`src/shared/counter_port_pkg.sv`:
```
/*
  constants for the counter chip host data port: pointer codes, register
  fields, command opcodes, status layout and reset values.
  assumes a single 40 MHz clock domain and five counter groups.
*/
package counter_port_pkg;
  localparam int NUM_COUNTERS = 5;
  localparam int NUM_COMPARE = 2;
  localparam int CLK_PERIOD_NS = 25;

  // pointer fields: group in low three bits, element in the next two
  localparam logic [2:0] GROUP_FIRST = 3'h1;
  localparam logic [2:0] GROUP_LAST = 3'h5;
  localparam logic [2:0] GROUP_CONTROL = 3'h7;
  localparam logic [1:0] ELEM_CONFIG = 2'h0;
  localparam logic [1:0] ELEM_RELOAD = 2'h1;
  localparam logic [1:0] ELEM_CAPTURE = 2'h2;
  localparam logic [1:0] ELEM_CAPTURE_CYCLE = 2'h3;
  localparam logic [1:0] ELEM_COMPARE1 = 2'h0;
  localparam logic [1:0] ELEM_COMPARE2 = 2'h1;
  localparam logic [1:0] ELEM_MASTER = 2'h2;
  localparam logic [1:0] ELEM_STATUS = 2'h3;
  localparam logic [1:0] ELEM_WRAP = 2'h2;

  // command byte: opcode in top three bits, counter select in low five
  localparam logic [2:0] OP_POINTER_LOAD = 3'h0;
  localparam logic [2:0] OP_ARM = 3'h1;
  localparam logic [2:0] OP_LOAD = 3'h2;
  localparam logic [2:0] OP_LOAD_ARM = 3'h3;
  localparam logic [2:0] OP_DISARM_SAVE = 3'h4;
  localparam logic [2:0] OP_SAVE = 3'h5;
  localparam logic [2:0] OP_DISARM = 3'h6;

  // master mode bit positions
  localparam int MM_COMPARE1_BIT = 2;
  localparam int MM_BUS_WIDTH_BIT = 13;
  localparam int MM_AUTO_SEQ_DISABLE_BIT = 14;

  // counter config fields
  localparam int CFG_OUT_CTRL_LSB = 0;
  localparam int CFG_POLARITY_BIT = 2;
  localparam int CFG_GATE_SAVE_BIT = 5;
  localparam int CFG_RELOAD_SRC_BIT = 6;
  localparam logic [2:0] OUT_CTRL_GROUNDED = 3'h0;
  localparam logic [2:0] OUT_CTRL_HIGH_Z = 3'h4;

  // status layout
  localparam int STATUS_BYTE_PTR_BIT = 0;
  localparam int STATUS_OUT_LSB = 1;

  localparam logic [15:0] RESET_WORD = 16'h0000;
  localparam logic [15:0] COUNT_ONE = 16'h0001;
  localparam logic [2:0] RESET_GROUP = GROUP_CONTROL;
  localparam logic [1:0] RESET_ELEM = ELEM_STATUS;
endpackage
```
`src/hw/counter_host_port.sv`:
```
/*
  host data port of a five channel 16-bit counter chip: control/data port
  decode, auto advancing pointer with read prefetch latch, status register,
  counter groups with reload and capture, compare on the first two.
  assumes host strobes are slow enough to be seen through two-flop
  synchronisers and that setup/hold around the strobes spans several clocks.
*/
`timescale 1ns/1ps
module counter_host_port
  import counter_port_pkg::*;
(
  input wire logic clk,
  input wire logic reset_n,
  input wire logic cs_n,
  input wire logic rd_n,
  input wire logic wr_n,
  input wire logic cmd_sel,
  input wire logic [15:0] data_in,
  output logic [15:0] data_out,
  output logic data_oe_n,
  input wire logic [NUM_COUNTERS-1:0] count_in,
  input wire logic [NUM_COUNTERS-1:0] gate_in,
  output logic [NUM_COUNTERS-1:0] out_pin,
  output logic [NUM_COUNTERS-1:0] out_oe_n
);
  localparam int SYNC_W = 4 + 16 + 2 * NUM_COUNTERS;

  logic [SYNC_W-1:0] sync1_reg, sync2_reg;
  logic rd_prev_reg, wr_prev_reg;
  logic [NUM_COUNTERS-1:0] count_prev_reg, gate_prev_reg;
  logic s_cs_n, s_rd_n, s_wr_n, s_cmd;
  logic [15:0] s_data;
  logic [NUM_COUNTERS-1:0] s_count, s_gate;

  // every pin passes two flops; the edge detectors read only stage two
  always_ff @(posedge clk or negedge reset_n) begin
    if (!reset_n) begin
      sync1_reg <= {SYNC_W{1'b1}};
      sync2_reg <= {SYNC_W{1'b1}};
      rd_prev_reg <= 1'b1;
      wr_prev_reg <= 1'b1;
      count_prev_reg <= '1;
      gate_prev_reg <= '1;
    end else begin
      sync1_reg <= {cs_n, rd_n, wr_n, cmd_sel, data_in, count_in, gate_in};
      sync2_reg <= sync1_reg;
      rd_prev_reg <= s_rd_n;
      wr_prev_reg <= s_wr_n;
      count_prev_reg <= s_count;
      gate_prev_reg <= s_gate;
    end
  end

  assign {s_cs_n, s_rd_n, s_wr_n, s_cmd, s_data, s_count, s_gate} = sync2_reg;

  logic selected, rd_start, rd_done, wr_done;
  assign selected = !s_cs_n;
  assign rd_start = selected && rd_prev_reg && !s_rd_n && s_wr_n;
  assign rd_done = selected && !rd_prev_reg && s_rd_n;
  assign wr_done = selected && !wr_prev_reg && s_wr_n;

  // port and counter state
  logic [2:0] group_reg, group_next;
  logic [1:0] elem_reg, elem_next;
  logic byte_ptr_reg, byte_ptr_next;
  logic [7:0] low_byte_reg, low_byte_next;
  logic [15:0] prefetch_reg, prefetch_next;
  logic refresh_reg, refresh_next;
  logic [15:0] data_out_reg, data_out_next;
  logic drive_reg, drive_next;
  logic [15:0] master_reg, master_next;
  logic [15:0] reload_value_reg [NUM_COUNTERS];
  logic [15:0] reload_value_next [NUM_COUNTERS];
  logic [15:0] capture_or_alt_reload_reg [NUM_COUNTERS];
  logic [15:0] capture_or_alt_reload_next [NUM_COUNTERS];
  logic [15:0] counter_config_reg [NUM_COUNTERS];
  logic [15:0] counter_config_next [NUM_COUNTERS];
  logic [15:0] count_reg [NUM_COUNTERS];
  logic [15:0] count_next [NUM_COUNTERS];
  logic [15:0] compare_value_reg [NUM_COMPARE];
  logic [15:0] compare_value_next [NUM_COMPARE];
  logic [NUM_COUNTERS-1:0] armed_reg, armed_next;
  logic [NUM_COUNTERS-1:0] terminal_count_event_reg, terminal_count_event_next;

  logic [NUM_COUNTERS-1:0] out_level;
  logic [7:0] output_status;
  logic [2:0] gidx;
  logic [15:0] sel_value;
  logic bus16, auto_off, on_status;

  assign bus16 = master_reg[MM_BUS_WIDTH_BIT];
  assign auto_off = master_reg[MM_AUTO_SEQ_DISABLE_BIT];
  assign gidx = group_reg - 3'h1;
  assign on_status = (group_reg == GROUP_CONTROL) && (elem_reg == ELEM_STATUS);

  // output level after polarity, before the pin buffer
  genvar gi;
  generate
    for (gi = 0; gi < NUM_COUNTERS; gi++) begin : g_out
      logic [2:0] out_ctrl;
      logic source;
      assign out_ctrl = counter_config_reg[gi][CFG_OUT_CTRL_LSB +: 3];
      if (gi < NUM_COMPARE) begin : g_cmp
        // compare holds while equal, i.e. until the next count step
        assign source = master_reg[MM_COMPARE1_BIT + gi] ?
                        (count_reg[gi] == compare_value_reg[gi]) :
                        terminal_count_event_reg[gi];
      end else begin : g_tc
        assign source = terminal_count_event_reg[gi];
      end
      // polarity bit set inverts: grounded is active-high, high-z active-low
      assign out_level[gi] = source ^ out_ctrl[CFG_POLARITY_BIT];
      // high-z option only pulls low when asserted, otherwise releases
      assign out_oe_n[gi] = (out_ctrl == OUT_CTRL_HIGH_Z) ? out_level[gi] : 1'b0;
      assign out_pin[gi] = out_level[gi];
    end
  endgenerate

  always_comb begin
    output_status = 8'h00;
    output_status[STATUS_BYTE_PTR_BIT] = byte_ptr_reg;
    output_status[STATUS_OUT_LSB +: NUM_COUNTERS] = out_level;
  end

  // register selected by the pointer, fed into the prefetch latch
  always_comb begin
    sel_value = RESET_WORD;
    if (group_reg == GROUP_CONTROL) begin
      case (elem_reg)
        ELEM_COMPARE1: sel_value = compare_value_reg[0];
        ELEM_COMPARE2: sel_value = compare_value_reg[1];
        ELEM_MASTER: sel_value = master_reg;
        default: sel_value = {8'h00, output_status};
      endcase
    end else if (group_reg >= GROUP_FIRST && group_reg <= GROUP_LAST) begin
      case (elem_reg)
        ELEM_CONFIG: sel_value = counter_config_reg[gidx];
        ELEM_RELOAD: sel_value = reload_value_reg[gidx];
        default: sel_value = capture_or_alt_reload_reg[gidx];
      endcase
    end
  end

  // next pointer in element, capture or control cycle
  function automatic logic [4:0] advance(input logic [2:0] g, input logic [1:0] e);
    logic [2:0] ng;
    logic [1:0] ne;
    ng = g;
    ne = e;
    if (g == GROUP_CONTROL) begin
      if (e != ELEM_STATUS) begin
        ne = (e == ELEM_WRAP) ? ELEM_CONFIG : e + 2'h1;
      end
    end else if (e == ELEM_CAPTURE_CYCLE) begin
      ng = (g == GROUP_LAST) ? GROUP_FIRST : g + 3'h1;
    end else begin
      ne = (e == ELEM_WRAP) ? ELEM_CONFIG : e + 2'h1;
      if (e == ELEM_WRAP) begin
        ng = (g == GROUP_LAST) ? GROUP_FIRST : g + 3'h1;
      end
    end
    return {ng, ne};
  endfunction

  always_comb begin
    logic [15:0] word;
    logic [4:0] sel;
    logic [2:0] op;
    logic access_done, word_done;
    word = RESET_WORD;
    sel = s_data[4:0];
    op = s_data[7:5];
    access_done = 1'b0;
    word_done = 1'b0;
    group_next = group_reg;
    elem_next = elem_reg;
    byte_ptr_next = byte_ptr_reg;
    low_byte_next = low_byte_reg;
    prefetch_next = prefetch_reg;
    refresh_next = 1'b0;
    data_out_next = data_out_reg;
    drive_next = drive_reg && selected && !s_rd_n;
    master_next = master_reg;
    reload_value_next = reload_value_reg;
    capture_or_alt_reload_next = capture_or_alt_reload_reg;
    counter_config_next = counter_config_reg;
    count_next = count_reg;
    compare_value_next = compare_value_reg;
    armed_next = armed_reg;
    terminal_count_event_next = terminal_count_event_reg;

    // latch refilled one clock after the pointer settles
    if (refresh_reg) begin
      prefetch_next = sel_value;
    end

    // counting: reload at what would have been zero
    for (int i = 0; i < NUM_COUNTERS; i++) begin
      if (s_gate[i] && !gate_prev_reg[i] && counter_config_reg[i][CFG_GATE_SAVE_BIT]) begin
        capture_or_alt_reload_next[i] = count_reg[i]; // no prefetch refresh here
      end
      if (s_count[i] && !count_prev_reg[i] && armed_reg[i]) begin
        terminal_count_event_next[i] = (count_reg[i] == COUNT_ONE);
        if (count_reg[i] == COUNT_ONE) begin
          count_next[i] = counter_config_reg[i][CFG_RELOAD_SRC_BIT] ?
                          capture_or_alt_reload_reg[i] : reload_value_reg[i];
        end else begin
          count_next[i] = count_reg[i] - COUNT_ONE;
        end
      end
    end

    if (rd_start) begin
      drive_next = 1'b1;
      if (s_cmd || on_status) begin
        data_out_next = {8'h00, output_status}; // live, not prefetched
      end else if (bus16) begin
        data_out_next = prefetch_reg;
      end else begin
        data_out_next = {8'h00, byte_ptr_reg ? prefetch_reg[7:0] : prefetch_reg[15:8]};
      end
    end

    if (wr_done && s_cmd) begin
      // command on low byte; upper bits are the host's concern
      if (op == OP_POINTER_LOAD) begin
        if ((sel[2:0] >= GROUP_FIRST && sel[2:0] <= GROUP_LAST) || sel[2:0] == GROUP_CONTROL) begin
          group_next = sel[2:0];
          elem_next = sel[4:3];
          byte_ptr_next = 1'b1;
          refresh_next = 1'b1;
        end
      end else begin
        for (int i = 0; i < NUM_COUNTERS; i++) begin
          if (sel[i]) begin
            case (op)
              OP_ARM: armed_next[i] = 1'b1;
              OP_LOAD: count_next[i] = counter_config_reg[i][CFG_RELOAD_SRC_BIT] ?
                                       capture_or_alt_reload_reg[i] : reload_value_reg[i];
              OP_LOAD_ARM: begin
                count_next[i] = counter_config_reg[i][CFG_RELOAD_SRC_BIT] ?
                                capture_or_alt_reload_reg[i] : reload_value_reg[i];
                armed_next[i] = 1'b1;
              end
              OP_DISARM_SAVE: begin
                armed_next[i] = 1'b0;
                capture_or_alt_reload_next[i] = count_reg[i];
              end
              OP_SAVE: capture_or_alt_reload_next[i] = count_reg[i];
              OP_DISARM: armed_next[i] = 1'b0;
              default: armed_next[i] = armed_reg[i];
            endcase
          end
        end
      end
    end

    if (wr_done && !s_cmd) begin
      access_done = 1'b1;
      if (bus16) begin
        word_done = 1'b1;
        word = s_data;
      end else if (byte_ptr_reg) begin
        low_byte_next = s_data[7:0];
      end else begin
        word_done = 1'b1;
        word = {s_data[7:0], low_byte_reg}; // low byte first
      end
      if (word_done) begin
        if (group_reg == GROUP_CONTROL) begin
          case (elem_reg)
            ELEM_COMPARE1: compare_value_next[0] = word;
            ELEM_COMPARE2: compare_value_next[1] = word;
            ELEM_MASTER: master_next = word;
            default: master_next = master_reg; // status is read-only
          endcase
        end else if (group_reg >= GROUP_FIRST && group_reg <= GROUP_LAST) begin
          case (elem_reg)
            ELEM_CONFIG: counter_config_next[gidx] = word;
            ELEM_RELOAD: reload_value_next[gidx] = word;
            default: capture_or_alt_reload_next[gidx] = word;
          endcase
        end
      end
    end

    if (rd_done && !s_cmd) begin
      access_done = 1'b1;
      word_done = bus16 || !byte_ptr_reg;
    end

    if (access_done) begin
      byte_ptr_next = bus16 ? 1'b1 : !byte_ptr_reg;
      if (word_done) begin
        // any completed data write refills, even with no advance
        refresh_next = 1'b1;
        if (!auto_off) begin
          {group_next, elem_next} = advance(group_reg, elem_reg);
        end
      end
    end
  end

  always_ff @(posedge clk or negedge reset_n) begin
    if (!reset_n) begin
      group_reg <= RESET_GROUP;
      elem_reg <= RESET_ELEM;
      byte_ptr_reg <= 1'b1;
      low_byte_reg <= 8'h00;
      prefetch_reg <= RESET_WORD;
      refresh_reg <= 1'b0;
      data_out_reg <= RESET_WORD;
      drive_reg <= 1'b0;
      master_reg <= RESET_WORD;
      armed_reg <= '0;
      terminal_count_event_reg <= '0;
      for (int i = 0; i < NUM_COUNTERS; i++) begin
        reload_value_reg[i] <= RESET_WORD;
        capture_or_alt_reload_reg[i] <= RESET_WORD;
        counter_config_reg[i] <= RESET_WORD;
        count_reg[i] <= RESET_WORD;
      end
      for (int i = 0; i < NUM_COMPARE; i++) begin
        compare_value_reg[i] <= RESET_WORD;
      end
    end else begin
      group_reg <= group_next;
      elem_reg <= elem_next;
      byte_ptr_reg <= byte_ptr_next;
      low_byte_reg <= low_byte_next;
      prefetch_reg <= prefetch_next;
      refresh_reg <= refresh_next;
      data_out_reg <= data_out_next;
      drive_reg <= drive_next;
      master_reg <= master_next;
      armed_reg <= armed_next;
      terminal_count_event_reg <= terminal_count_event_next;
      reload_value_reg <= reload_value_next;
      capture_or_alt_reload_reg <= capture_or_alt_reload_next;
      counter_config_reg <= counter_config_next;
      count_reg <= count_next;
      compare_value_reg <= compare_value_next;
    end
  end

  assign data_out = data_out_reg;
  // bus released on the third clock after the read strobe or select goes away
  assign data_oe_n = !drive_reg;
endmodule

```
`config.mk`:
```
export PLATFORM = sky130hd
export DESIGN_NAME = counter_host_port
export DESIGN_NICKNAME = d
export VERILOG_FILES = /design/src/shared/counter_port_pkg.sv /design/src/hw/counter_host_port.sv
export SDC_FILE = /design/constraint.sdc
export NUM_CORES = 1
export LEC_CHECK = 0
export ABC_CLOCK_PERIOD_IN_PS = 4040
export BUFFER_PORTS_ARGS = -buffer_cell sky130_fd_sc_hd__buf_4
export CELL_PAD_IN_SITES_DETAIL_PLACEMENT = 0
export CELL_PAD_IN_SITES_GLOBAL_PLACEMENT = 1
export CORE_MARGIN = 1.5
export CORE_UTILIZATION = 50
export DETAILED_ROUTE_END_ITERATION = 10
export HOLD_SLACK_MARGIN = 0.03
export PLACE_DENSITY = 0.85
export SYNTH_ARGS = -nofsm -noshare
export SYNTH_HDL_FRONTEND = slang
export SYNTH_SLANG_ARGS = --single-unit
```
`constraint.sdc`:
```
create_clock -name clk -period 4.04 [get_ports clk]
set_input_delay 0.202 -clock clk [delete_from_list [all_inputs] [get_ports clk]]
set_output_delay 0.202 -clock clk [all_outputs]
set_load 0.005 [all_outputs]
```
==> results.sh <==
export IMPL_worst_path_max_fanout=69
export IMPL_status="finished clean"
export IMPL_postRouteWirelength_mm=86.7
export IMPL_finalClockSkew_ns=0.0287
export IMPL_area_growth_pct=14.2
export IMPL_top_level_ports=59
export IMPL_drtAntennaViolNets=0
export IMPL_synthArstFlopShare_pct=100
export IMPL_synth_avg_cell_area_sq_um=10.2
export IMPL_report_final_setup_viol=0
export IMPL_rows=80
export IMPL_first_iter_violations=2332
export IMPL_synthesis_nets=2446
export IMPL_fin_util_pct=58.1
export IMPL_insertion_delay_ns=0.63
export IMPL_final_hold_violation_count=0
export IMPL_hold_path_startpoint="data_in[9]"
export IMPL_syn_instance_count=2399
export IMPL_grt_setup_unrepaired="false"
export IMPL_synth_enable_flop_cells=0
export IMPL_grt_antenna_before_repair=1
export IMPL_final_hold_worst_slack_ns=0.215
export IMPL_first_global_vias=19124
export IMPL_route_detailed_wl_per_inst_microns=28.0
export IMPL_final_non_filler_cell_area_sq_mm=0.0279
export IMPL_final_period_utilization_pct=79.5
export IMPL_worst_slew_margin_rel_pct=20.4
export IMPL_antennaDiodeCount=0
export IMPL_tritoncts_num_buffers=54
export IMPL_hpwlAfterDp_mm=60.8
export IMPL_gpl_final_weighted_congestion=1.06
export IMPL_worst_slew_pin_transition_ns=1.19
export IMPL_total_die_area_sq_mm=0.0502
export IMPL_vias_per_cell=6.39
export IMPL_whs_endpoint="sync1_reg[19]"
export IMPL_cts_max_level=2
export IMPL_setup_tns_ns=0
export IMPL_post_layout_nonfiller_instances=3096
export IMPL_grt_first_pass_wirelength_mm=129
export IMPL_drive_gt1_share_pct=16.0
export IMPL_globalRouteOverflowTotal=0
export IMPL_worstPathArrival_ns=3.75
export IMPL_dp_worst_setup_slack_ns=0.996
export IMPL_ir_drop_mv=0.456
export IMPL_timing_final_ws_setup_ns=0.827
export IMPL_cts_tree="done"
export IMPL_vias=19792
export IMPL_io_buffers=58
export IMPL_worst_r2r_cell_count=6
export IMPL_floorplan_die_width_microns=224
export IMPL_power_total_mw=19.5
export IMPL_required_ns=4.57
export IMPL_timing_reg2reg_setup_slack_ns=0.83
export IMPL_clock_tree_root_cell="sky130_fd_sc_hd__clkbuf_16"
export IMPL_power_leakage_nw=13.0
export IMPL_register_area_sq_mm=0.0126
export IMPL_ctsLongestPathBuffers=3
export IMPL_worst_setup_path_end_kind="flop"
export IMPL_maxSlewViolCount=0
export IMPL_synth_seq_area_share_pct=51.4
export IMPL_synth_seq_cells=498
export IMPL_largest_net_degree_at_the_start_of_global_routing=114
export IMPL_drt_drc_violations_left=0
export IMPL_number_of_search_and_repair_iterations_in_the_first_detailed_routing_pass=5
export IMPL_clock_sink_count=498
export IMPL_criticalPathCategory="reg2reg"
export IMPL_final_cell_mix="420 x sky130_fd_sc_hd__dfrtp_1, 294 x sky130_fd_sc_hd__mux2i_1, 256 x sky130_fd_sc_hd__a21oi_1, 244 x sky130_fd_sc_hd__nor2_1, 214 x sky130_fd_sc_hd__nand2_1"
export IMPL_worst_hold_path_num_cells=2
export IMPL_power_density_mw_per_mm2=699
export IMPL_netlist_area_sq_mm=0.0245
export IMPL_filler_cell_count=4086
export IMPL_layout_cells_most_common="sky130_fd_sc_hd__dfrtp_1"
export IMPL_synth_yosys_warnings=0
export IMPL_worst_setup_path_start_kind="flop"
export IMPL_place_detailed_instances=2963
export IMPL_global_route_usage_total_pct=34.9
export IMPL_initial_core_util_pct=50.9
export IMPL_ys_flop_type="sky130_fd_sc_hd__dfrtp_1"
export IMPL_coreArea_sq_mm=0.0480
export IMPL_min_delay_path_class="in2reg"
export IMPL_regToRegStartpoint="group_reg[0]"
export IMPL_drv_cap=0
export IMPL_finalWorstPathRequiredPeriod_ns=3.21
export IMPL_clock_fmax_mhz=311
export IMPL_dpl_cell_area_sq_mm=0.0257
export IMPL_clock_pin_slew_on_the_worst_setup_and_hold_paths_ns=0.06
export IMPL_yosysUniqueCellTypes=74
export IMPL_ff_to_ff_end="counter_config_reg[69]"
export IMPL_final_nets=2482
export IMPL_multi_input_area_sq_mm=0.0113
export IMPL_dieHeight_microns=224
==> synthesized netlist by cell type (all sizes together), types with 10 or more instances <==
library cell | instances | area share, %
a22oi | 18 | 0.55
o21ai | 159 | 3.3
buf | 41 | 0.85
nor4 | 33 | 0.98
or3 | 12 | 0.33
nor2 | 245 | 3.8
dfstp | 78 | 8.4
nor2b | 15 | 0.38
mux2i | 294 | 12
nand2 | 214 | 3.3
nand3 | 50 | 1.0
a31o | 11 | 0.39
inv | 23 | 0.35
clkbuf | 136 | 2.1
xnor2 | 46 | 1.7
o22ai | 15 | 0.38
ha | 15 | 0.77
mux2 | 30 | 1.4
mux4 | 11 | 1.0
a21oi | 257 | 5.3
nand4 | 10 | 0.32
a31oi | 13 | 0.33
a221oi | 10 | 0.36
o221ai | 10 | 0.36
xor2 | 59 | 2.1
nor3 | 33 | 0.74
and3 | 10 | 0.26
a211oi | 17 | 0.52
dfrtp | 420 | 43
==> per-layer routing <==
metal	wire [microns]	vias up	track usage, %
met5	17	-	0
met4	5050	2	18.2
met3	8230	243	7.75
met2	37600	963	51.3
met1	35800	9987	48.5
li1	-	8597	-
==> worst max-delay path by stage <==
stage	from	to	slack, ns	cells after the start
2_1_floorplan	group_reg[0]	capture_or_alt_reload_reg[78]	0.78	11
3_3_place_gp	group_reg[0]	prefetch_reg[6]	0.98	6
3_5_place_dp	group_reg[0]	prefetch_reg[2]	1.0	7
4_1_cts	count_reg[67]	out_oe_n[0]	0.97	6
5_1_grt	group_reg[0]	prefetch_reg[1]	0.68	7
6_report	group_reg[0]	counter_config_reg[69]	0.83	6
==> cell type report <==
cell class	count	area share [%]
Tap cell	615	2.76
Clock buffer	84	6.20
Multi-Input combinational cell	1700	40.4
Clock inverter	18	0.614
Sequential cell	498	45.0
Timing Repair Buffer	157	4.75
Inverter	24	0.323
==> critical path, stage by stage, from the launching register on <==
cell	delay, ns
sky130_fd_sc_hd__dfstp_4	0.64
sky130_fd_sc_hd__buf_4	0.80
sky130_fd_sc_hd__nand3_1	0.46
sky130_fd_sc_hd__nor4_2	0.71
sky130_fd_sc_hd__buf_12	0.26
sky130_fd_sc_hd__nor2_1	0.06
sky130_fd_sc_hd__a21oi_1	0.12
==> cells by family after synthesis <==
kind of cell | after synthesis | share of synthesized area (%)
AOI/OAI and AO/OA | 573 | 13.7
xor gates and xnor gates | 105 | 3.79
adders and majority gates | 15 | 0.767
buffers and inverters | 201 | 3.31
DFF | 498 | 51.4
muxes | 335 | 14.4
and+or+nand+nor | 672 | 12.7
==> where the power goes <==
| group | internal [mW] | switching [mW] | total [mW] |
|---|---|---|---|
| clock | 3.08 | 2.14 | 5.22 |
| sequential | 6.13 | 1.67 | 7.80 |
| combinational | 2.31 | 4.19 | 6.50 |
==> timing repair <==
action / CTS / global route
setup buffers: 0 / 0
resized for setup: 0 / 0
hold buffers: 31 / 0
hold endpoints to repair: 114 / 0
Note: power is estimated with default switching activity, not from simulation.
